--- src/logic/status_irq_consts.svh ---
// Offsets, field positions, reset values and sizes of the status and interrupt block.
// Included by the package and the design; defines only.
`ifndef STATUS_IRQ_CONSTS_SVH
`define STATUS_IRQ_CONSTS_SVH

`define N_SRC          13
`define N_REF          4
`define SEL_W          5
`define ADDR_W         8

`define REG_CTRL       8'h00
`define REG_POL        8'h04
`define REG_EN         8'h08
`define REG_FLAGS      8'h0c
`define REG_LIVE       8'h10
`define REG_CLR        8'h14
`define REG_PIN_BASE   8'h18

`define CTRL_ENABLE    0
`define CTRL_AND_MODE  1
`define CTRL_CLEAR     2
`define LIVE_WIN_LSB   16
`define PIN_OD_BIT     8
`define PIN_INV_BIT    9

`define SEL_WIN_BASE   5'h0d
`define SEL_IRQ        5'h11
`define SEL_COUNT      5'h12

`define CTRL_RESET     2'h0
`define POL_RESET      13'h1fff
`define EN_RESET       13'h0000
`define PIN_RESET      10'h000

`define RESP_OKAY      2'h0
`define RESP_SLVERR    2'h2

`endif

--- src/logic/status_irq_pkg.sv ---
// Types shared by the status and interrupt block and its users.
// Assumes status_irq_consts.svh is on the include path.
`include "status_irq_consts.svh"

package status_irq_pkg;
   typedef logic [`N_SRC-1:0] src_vec_type;
   typedef logic [`N_REF-1:0] ref_vec_type;
   typedef logic [`SEL_W-1:0] pin_sel_type;
   typedef enum logic {DRIVE_PUSH_PULL, DRIVE_OPEN_DRAIN} drive_type;
endpackage

--- src/logic/status_interrupt_logic.sv ---
// Status routing and interrupt aggregation, reached over AXI4-Lite.
// Assumes one clock aclk; live status inputs may come from other domains.
//
// Contract
// - Each pin drives a chosen status, with programmable driver type and polarity.
// - Any pin may carry the device interrupt; its logic is set by registers.
// - The interrupt output asserts only while the interrupt enable is set.
// - Sources: oscillator loss, reference loss, PLL unlock, holdover, switchover.
// - Polarity high sets the sticky flag on a rising live status edge.
// - Polarity low sets the sticky flag on a falling live status edge.
// - Each flag has its own mask; masked flags record but never interrupt.
// - Unmasked flags combine through a selectable AND or OR into one output.
// - The combined interrupt is routable to either status pin by software.
// - Writing one to the clear field deasserts the output; field reads zero.
// - Missing and runt pulse flags per reference are ORed into one indication.
//
// Chosen here: the AXI4-Lite register port and the register addresses.
`timescale 1ns/1ps
`include "status_irq_consts.svh"

module status_interrupt_logic #(
   parameter int N_GPIO = 2
) (
   input  wire logic                        aclk,
   input  wire logic                        aresetn,
   input  wire logic                        ce,
   input  wire logic                        osc_signal_missing,
   input  wire logic                        reference_input_lost,
   input  wire logic [1:0]                  apll_unlocked,
   input  wire logic [2:0]                  dpll_unlocked,
   input  wire logic [2:0]                  dpll_holdover,
   input  wire logic [2:0]                  dpll_switchover,
   input  wire status_irq_pkg::ref_vec_type ref_missing_pulse,
   input  wire status_irq_pkg::ref_vec_type ref_runt_pulse,
   input  wire logic [`ADDR_W-1:0]          awaddr,
   input  wire logic                        awvalid,
   output logic                             awready,
   input  wire logic [31:0]                 wdata,
   input  wire logic [3:0]                  wstrb,
   input  wire logic                        wvalid,
   output logic                             wready,
   output logic [1:0]                       bresp,
   output logic                             bvalid,
   input  wire logic                        bready,
   input  wire logic [`ADDR_W-1:0]          araddr,
   input  wire logic                        arvalid,
   output logic                             arready,
   output logic [31:0]                      rdata,
   output logic [1:0]                       rresp,
   output logic                             rvalid,
   input  wire logic                        rready,
   output logic                             irq_out,
   output status_irq_pkg::ref_vec_type      window_detect_flag,
   output logic [N_GPIO-1:0]                gpio_out,
   output logic [N_GPIO-1:0]                gpio_oe_n
);
   import status_irq_pkg::*;

   src_vec_type       live;
   src_vec_type       sync1_reg;
   src_vec_type       sync2_reg;
   src_vec_type       prev_reg;
   ref_vec_type       win_sync1_reg;
   ref_vec_type       win_sync2_reg;
   src_vec_type       rise;
   src_vec_type       fall;
   src_vec_type       set_vec;
   src_vec_type       clr_vec;
   src_vec_type       flags_reg;
   src_vec_type       flags_next;
   src_vec_type       pol_reg;
   src_vec_type       en_reg;
   logic [1:0]        ctrl_reg;
   logic              irq_next;
   logic [9:0]        pin_cfg_reg [N_GPIO];
   logic [N_GPIO-1:0] pin_hit_w;
   logic [N_GPIO-1:0] pin_hit_r;
   logic [`SEL_COUNT-1:0] pin_src;
   logic              wr_take;
   logic              rd_take;
   logic              wr_ok;
   logic              rd_ok;
   logic [31:0]       rd_mux;
   logic [31:0]       wmask;

   ////////////////////////////////////////////////////////////////////////////
   // Source capture

   assign live = {dpll_switchover, dpll_holdover, dpll_unlocked, apll_unlocked,
                  reference_input_lost, osc_signal_missing};

   // two-stage synchronisers, edge taken after the second stage
   always_ff @(posedge aclk) begin
      if (!aresetn) begin
         sync1_reg <= '0;
         sync2_reg <= '0;
         prev_reg  <= '0;
      end else if (ce) begin
         sync1_reg <= live;
         sync2_reg <= sync1_reg;
         prev_reg  <= sync2_reg;
      end
   end

   // missing and runt flags merged before the synchroniser
   always_ff @(posedge aclk) begin
      if (!aresetn) begin
         win_sync1_reg <= '0;
         win_sync2_reg <= '0;
      end else if (ce) begin
         win_sync1_reg <= ref_missing_pulse | ref_runt_pulse;
         win_sync2_reg <= win_sync1_reg;
      end
   end
   assign window_detect_flag = win_sync2_reg;

   // rising edge when polarity is high
   assign rise = sync2_reg & ~prev_reg;
   // falling edge when polarity is low
   assign fall = ~sync2_reg & prev_reg;
   assign set_vec = (rise & pol_reg) | (fall & ~pol_reg);

   ////////////////////////////////////////////////////////////////////////////
   // Register bus

   // Both write channels are taken together; a pending response blocks new ones
   assign awready = ce & ~bvalid & awvalid & wvalid;
   assign wready  = awready;
   assign arready = ce & ~rvalid;
   assign wr_take = awready;
   assign rd_take = arready & arvalid;
   assign wmask   = {{8{wstrb[3]}}, {8{wstrb[2]}}, {8{wstrb[1]}}, {8{wstrb[0]}}};

   always_comb begin
      for (int i = 0; i < N_GPIO; i++) begin
         pin_hit_w[i] = (awaddr == `ADDR_W'(`REG_PIN_BASE + 4 * i));
         pin_hit_r[i] = (araddr == `ADDR_W'(`REG_PIN_BASE + 4 * i));
      end
   end

   assign wr_ok = (awaddr == `REG_CTRL) || (awaddr == `REG_POL) || (awaddr == `REG_EN)
                  || (awaddr == `REG_CLR) || (|pin_hit_w);

   always_ff @(posedge aclk) begin
      if (!aresetn) begin
         bvalid <= 1'b0;
         bresp  <= `RESP_OKAY;
      end else if (ce) begin
         if (wr_take) begin
            bvalid <= 1'b1;
            bresp  <= wr_ok ? `RESP_OKAY : `RESP_SLVERR;
         end else if (bready) begin
            bvalid <= 1'b0;
         end
      end
   end

   // enable and AND/OR choice held in the control register
   always_ff @(posedge aclk) begin
      if (!aresetn) begin
         ctrl_reg <= `CTRL_RESET;
      end else if (ce && wr_take && awaddr == `REG_CTRL && wstrb[0]) begin
         ctrl_reg <= wdata[`CTRL_AND_MODE:`CTRL_ENABLE];
      end
   end

   // polarity and enables return to defaults
   always_ff @(posedge aclk) begin
      if (!aresetn) begin
         pol_reg <= `POL_RESET;
         en_reg  <= `EN_RESET;
      end else if (ce && wr_take) begin
         if (awaddr == `REG_POL) begin
            pol_reg <= (pol_reg & ~wmask[`N_SRC-1:0]) | (wdata[`N_SRC-1:0] & wmask[`N_SRC-1:0]);
         end
         if (awaddr == `REG_EN) begin
            en_reg <= (en_reg & ~wmask[`N_SRC-1:0]) | (wdata[`N_SRC-1:0] & wmask[`N_SRC-1:0]);
         end
      end
   end

   // per-pin source, driver type and inversion
   always_ff @(posedge aclk) begin
      if (!aresetn) begin
         for (int i = 0; i < N_GPIO; i++) begin
            pin_cfg_reg[i] <= `PIN_RESET;
         end
      end else if (ce && wr_take) begin
         for (int i = 0; i < N_GPIO; i++) begin
            if (pin_hit_w[i]) begin
               pin_cfg_reg[i] <= (pin_cfg_reg[i] & ~wmask[9:0]) | (wdata[9:0] & wmask[9:0]);
            end
         end
      end
   end

   always_comb begin
      rd_ok  = 1'b1;
      rd_mux = 32'h0000_0000;
      unique case (araddr)
         `REG_CTRL:  rd_mux[1:0] = ctrl_reg;
         `REG_POL:   rd_mux[`N_SRC-1:0] = pol_reg;
         `REG_EN:    rd_mux[`N_SRC-1:0] = en_reg;
         `REG_FLAGS: rd_mux[`N_SRC-1:0] = flags_reg;
         `REG_LIVE:  rd_mux = {12'h000, win_sync2_reg, 3'h0, sync2_reg};
         `REG_CLR:   rd_mux = 32'h0000_0000;
         default:    rd_ok = |pin_hit_r;
      endcase
      for (int i = 0; i < N_GPIO; i++) begin
         if (pin_hit_r[i]) begin
            rd_mux[9:0] = pin_cfg_reg[i];
         end
      end
   end

   always_ff @(posedge aclk) begin
      if (!aresetn) begin
         rvalid <= 1'b0;
         rdata  <= 32'h0000_0000;
         rresp  <= `RESP_OKAY;
      end else if (ce) begin
         if (rd_take) begin
            rvalid <= 1'b1;
            rdata  <= rd_ok ? rd_mux : 32'h0000_0000;
            rresp  <= rd_ok ? `RESP_OKAY : `RESP_SLVERR;
         end else if (rready) begin
            rvalid <= 1'b0;
         end
      end
   end

   ////////////////////////////////////////////////////////////////////////////
   // Sticky flags and interrupt

   // clear strobe wipes all flags and is never stored
   always_comb begin
      clr_vec = '0;
      if (wr_take && awaddr == `REG_CTRL && wstrb[0] && wdata[`CTRL_CLEAR]) begin
         clr_vec = '1;
      end else if (wr_take && awaddr == `REG_CLR) begin
         clr_vec = wdata[`N_SRC-1:0] & wmask[`N_SRC-1:0];
      end
   end

   // A new edge in the clearing cycle survives: set wins over clear
   assign flags_next = (flags_reg & ~clr_vec) | set_vec;

   always_ff @(posedge aclk) begin
      if (!aresetn) begin
         flags_reg <= '0;
      end else if (ce) begin
         flags_reg <= flags_next;
      end
   end

   // masked flags drop out of both reductions
   // AND needs at least one enabled flag so a full mask never fires
   always_comb begin
      if (ctrl_reg[`CTRL_AND_MODE]) begin
         irq_next = (&(flags_next | ~en_reg)) & (|en_reg);
      end else begin
         irq_next = |(flags_next & en_reg);
      end
      irq_next = irq_next & ctrl_reg[`CTRL_ENABLE];
   end

   always_ff @(posedge aclk) begin
      if (!aresetn) begin
         irq_out <= 1'b0;
      end else if (ce) begin
         irq_out <= irq_next;
      end
   end

   ////////////////////////////////////////////////////////////////////////////
   // Status pins

   // the interrupt is one selectable pin source
   assign pin_src = {irq_out, win_sync2_reg, sync2_reg};

   // any pin may take the interrupt; open drain releases on a one
   always_ff @(posedge aclk) begin
      if (!aresetn) begin
         gpio_out  <= '0;
         gpio_oe_n <= '0;
      end else if (ce) begin
         for (int i = 0; i < N_GPIO; i++) begin
            logic lvl;
            lvl = pin_cfg_reg[i][`PIN_INV_BIT];
            if (pin_cfg_reg[i][`SEL_W-1:0] < `SEL_COUNT) begin
               lvl = pin_src[pin_cfg_reg[i][`SEL_W-1:0]] ^ pin_cfg_reg[i][`PIN_INV_BIT];
            end
            if (drive_type'(pin_cfg_reg[i][`PIN_OD_BIT]) == DRIVE_OPEN_DRAIN) begin
               gpio_out[i]  <= 1'b0;
               gpio_oe_n[i] <= lvl;
            end else begin
               gpio_out[i]  <= lvl;
               gpio_oe_n[i] <= 1'b0;
            end
         end
      end
   end
endmodule

--- config.mk ---
export PLATFORM = sky130hd
export DESIGN_NAME = status_interrupt_logic
export DESIGN_NICKNAME = d
export VERILOG_FILES = /design/src/logic/status_irq_pkg.sv /design/src/logic/status_interrupt_logic.sv
export VERILOG_INCLUDE_DIRS = /design/src /design/src/logic
export SDC_FILE = /design/constraint.sdc
export NUM_CORES = 1
export LEC_CHECK = 0
export BUFFER_PORTS_ARGS = -buffer_cell sky130_fd_sc_hd__buf_4
export CORE_MARGIN = 4
export CORE_UTILIZATION = 52
export CTS_BUF_LIST = sky130_fd_sc_hd__clkbuf_4 sky130_fd_sc_hd__clkbuf_8
export CTS_CLUSTER_DIAMETER = 60
export DETAILED_ROUTE_END_ITERATION = 10
export PLACE_DENSITY = 0.79
export RECOVER_POWER = 25
export SETUP_SLACK_MARGIN = 0.2
export SLEW_MARGIN = 25
export SYNTH_ARGS = -nofsm -noshare
export SYNTH_HDL_FRONTEND = slang
export SYNTH_SLANG_ARGS = --single-unit
--- constraint.sdc ---
create_clock -name aclk -period 2.4 [get_ports aclk]
set_input_delay 0.24 -clock aclk [delete_from_list [all_inputs] [get_ports aclk]]
set_output_delay 0.24 -clock aclk [all_outputs]
set_load 0.05 [all_outputs]
======== After elaboration in Yosys (flattened, before gate mapping) ========
Memories as Yosys holds them, arrays and structs flattened.
Index checks and enable logic that the tools add are counted.
Widths: inputs -> output; s select.
operators by class
  $lt $le $gt $ge ......................... 4
  equal/unequal tests ..................... 12
  mux-type cells .......................... 37
  bitwise operators ....................... 40
  reductions and logical operators ........ 27
operators with widths
  cell                number
  $and 13x13->13      9
  $not 13->13         6
  $or 13x13->13       5
  $eq 8x5->1 const B  7
  $pmux 11 s4         1
  $mux 10             4
  $mux 32             1
  $and 10x10->10      3
  $mux 13             2
  $reduce_or 13->1    2
  $eq 8x4->1 const B  3
  $mux 1              23
  $or 10x10->10       2
  $eq 8x3->1 const B  2
  $logic_not 8->1     2
  $reduce_and 13->1   1
  $lt 5x6->1 const B  2
  $reduce_and 2->1    6
  $bmux 1 s5          2
  $lt 5x5->1 const B  2
  $not 10->10         1
  $pmux 2 s5          1
  $and 1x1->1         7
  $logic_and 1x1->1   7
  10 further kinds    19
storage, ports and cells
  bits in registers ....................... 131
  RAM bits ................................ 20
  bits of input ports ..................... 81
  output and inout bits ................... 50
  word-level logic and storage cells ...... 138
  memories ................................ 1
memories
  name         words  width  rd ports  clocked after Yosys merged registers in  write ports  RTL line                      source
  pin_cfg_reg  2      10     2         0                                        2            status_interrupt_logic.sv:75  logic [9:0] pin_cfg_reg [N_GPIO];

======== Logic depth before layout (Yosys ltp) ========
  depth after elaboration ................. 16
  depth in mapped cells ................... 9
  gate-level depth less buffers ........... 8

======== Worst setup path after synthesis ========
No wires, ideal clock.
  path kind ............................... register to register
  start ................................... register bvalid
  end ..................................... memory pin_cfg_reg[0][0] (enable)
  library setup time ...................... 391 ps
  data arrival time ....................... 2,292 ps
  data required time ...................... 2,009 ps
  setup slack ............................. -282 ps
  cell stages (with the launch flop) ...... 7
  path buffers ............................ 0
  period minus slack after synthesis ...... 2,682 ps
  path through ............................ dfxtp_1 nand4b_1 inv_2 nand2_1 nor3_1 nand3_1 o21ai_0
RTL lines
  element                   RTL line                       source
  start: declaration        status_interrupt_logic.sv:43   output logic bvalid,
  start signal: assignment  status_interrupt_logic.sv:146  bvalid <= 1'b0;
  start signal: assignment  status_interrupt_logic.sv:150  bvalid <= 1'b1;
  start signal: assignment  status_interrupt_logic.sv:153  bvalid <= 1'b0;
  end: declaration          status_interrupt_logic.sv:75

==> results.sh <==
export IMPL_drive_gt1_share_pct=17.8
export IMPL_grt_util_met2_pct=44.1
export IMPL_final_cell_mix="dfxtp_1, buf_4, nor2_1, mux2i_1, nand2_1"
export IMPL_relSlewSlack_pct=44.1
export IMPL_yosys_area_top_type="dfxtp_1"
export IMPL_cts_sinks=134
export IMPL_synth_cell_types=56
export IMPL_die_area_um2=14800
export IMPL_synth_top_area_share_pct=33.9
export IMPL_drt_initial_drc_count=609
export IMPL_netlist_instances=767
export IMPL_postSynthAreaPerCell_um2=8.78
export IMPL_netlist_area_um2=6730
export IMPL_via_per_inst=5.89
export IMPL_tightest_slew_ns=0.839
export IMPL_ys_flop_type="dfxtp_1"
export IMPL_num_fill_cells=1121
export IMPL_cts_root_buffer="clkbuf_8"
export IMPL_status="finished, final reports clean"
export IMPL_gp_congestion=0.988
export IMPL_skew_ns=0.0108
export IMPL_placed_area_um2=7730
export IMPL_clk_latency_ns=0.47
export IMPL_grt_use_total_pct=28.2
export IMPL_worstPathRequired_ns=2.77
export IMPL_die_h_um=122
export IMPL_dp_cells=1023
export IMPL_final_common_cell="dfxtp_1"
export IMPL_grt_pass1_vias=5748
export IMPL_synthTopCellsByArea="dfxtp_1, mux2i_1, edfxtp_1"
export IMPL_final_hold_violation_count=0
export IMPL_grt_pass1_wl_um=31700
export IMPL_grt_util_met1_pct=38.0
export IMPL_io_buffers=92
export IMPL_gr_usage_met3_pct=5.76
export IMPL_overflow=0
export IMPL_cts_max_path_buffers=2
export IMPL_fin_cells=1072
export IMPL_hold_path_class="in -> reg"
export IMPL_hpwl_um=14800
export IMPL_layout_nets=968
export IMPL_max_freq_mhz=421
export IMPL_die_w_um=122
export IMPL_core_area_um2=12700
export IMPL_clk_pin_slew_ns=0.08
export IMPL_first_pass_iters=5
export IMPL_fin_crit_sh_pct=98.9
export IMPL_cp_max_fo=6
export IMPL_path_class="reg -> reg"
export IMPL_startpoint_type="flop"
export IMPL_area_delta_synth_final_pct=23.0
export IMPL_ant_nets=0
export IMPL_yosysWarnings=0
export IMPL_ir_drop_uv=393
export IMPL_start_util_pct=53.1
export IMPL_htreeDepth=4
export IMPL_busiest_layer="met2"
export IMPL_vias=6309
export IMPL_io_pins=131
export IMPL_setup_viol=0
export IMPL_drv_slew=0
export IMPL_synth_edf_count=20
export IMPL_drv_cap=0
export IMPL_power_leakage_nw=3.42
export IMPL_async_reset_ff_share_pct=0
export IMPL_grt_max_degree=77
export IMPL_rsz0062_at_grt="true"
export IMPL_diodes=0
export IMPL_yosysSeqAreaShare_pct=42.8
export IMPL_tritoncts="built"
export IMPL_ys_ff_latch=134
export IMPL_rows=41
export IMPL_end_kind="flop"
export IMPL_cts_made_buffers=17
export IMPL_wire_per_inst_um=19.3
export IMPL_antenna_found_initial=0
export IMPL_wirelength_um=20700
export IMPL_post_route_drc_count=0
export IMPL_p_per_area_nw_per_um2=639
export IMPL_design_area_um2=8280
export IMPL_finalCriticalPeriod_ns=2.37
export IMPL_cp_arrival_ns=2.74
[cells by family after synthesis]
| kind of cell | count (synthesis) | synth area share [%] |
|---|---|---|
| mux | 91 | 15.4 |
| flops | 134 | 42.8 |
| other cells | 1 | 0.0557 |
| xor+xnor | 4 | 0.520 |
| simple gates | 294 | 20.9 |
| compound gates | 165 | 14.9 |
| buf+inv | 78 | 5.39 |
[worst paths after layout]
check / from / end / slack [ns] / cells past startpoint
setup reg to reg: pin_cfg_reg[0][0] / gpio_oe_n[0] / 0.03 / 6
setup / recovery: pin_cfg_reg[0][0] / gpio_oe_n[0] / 0.03 / 6
hold / removal: dpll_holdover[1] / sync1_reg[8] / 0.02 / 3
hold reg to reg: rdata[19] / rdata[19] / 0.45 / 2
[final cells by class]
type	count	area, µm²	share of cell area [%]
Multi-Input combinational cell	571	3590	43.3
Sequential cell	134	2890	34.9
Timing Repair Buffer	150	1080	13.0
Clock buffer	17	234	2.83
Clock inverter	15	234	2.83
Tap cell	172	215	2.60
Inverter	13	48.8	0.589
[report_power, final]
group / total [mW] / switching (mW) / internal [mW] / leakage [nW]
Clock: 2.23 / 0.898 / 1.33 / 0.238
Combinational: 0.646 / 0.405 / 0.240 / 2.05
Sequential: 2.42 / 0.0714 / 2.35 / 1.14
[cells in the mapped netlist (all sizes together) (6+ instances only)]
master	n
a21oi	67
o21ai	39
nor3	7
nand3	31
dfxtp	114
clkbuf	34
mux2i	81
nand2	78
mux4	10
o211ai	6
inv	13
buf	31
and2	6
nor2	100
nand3b	7
a221oi	8
nand2b	26
a22oi	11
edfxtp	20
[critical path: stages (launching register included)]
cell and delay [ns]:
edfxtp_1 0.54, mux4_2 0.54, mux4_2 0.49, mux2i_1 0.17, xor2_1 0.24, o22ai_1 0.11
and2_1 0.18
[routing by layer]
metal / routed length, µm / up-vias
li1: - / 2962
met5: 0 / -
met4: 765 / 0
met2: 9390 / 363
met1: 8350 / 2933
met3: 2210 / 51
[timing repair]
item                       in CTS  in global routing
hold buffers                   15                  0
hold endpoints to repair       15                  0
setup endpoints to repair       5                 14
setup buffers                   2                  0
resized for setup               1                  6
pin swaps                       4                  3
[per-stage QoR]
step	worst slack (ns)	power, mW	hold slack [ns]	TNS [ns]	util, %
2_1_floorplan	0.159	2.87	0.364	0	-
3_3_place_gp	-0.0993	3.09	0.440	-0.0993	61.0
4_1_cts	0.0533	5.32	0.000401	0	66.1
5_1_grt	-0.122	5.47	0.0227	-0.271	65.4
6_report	0.0268	5.29	0.0175	0	65.4
3_5_place_dp	-0.0937	3.10	0.446	-0.0937	61.0
Power figures use the tool's default switching activity.
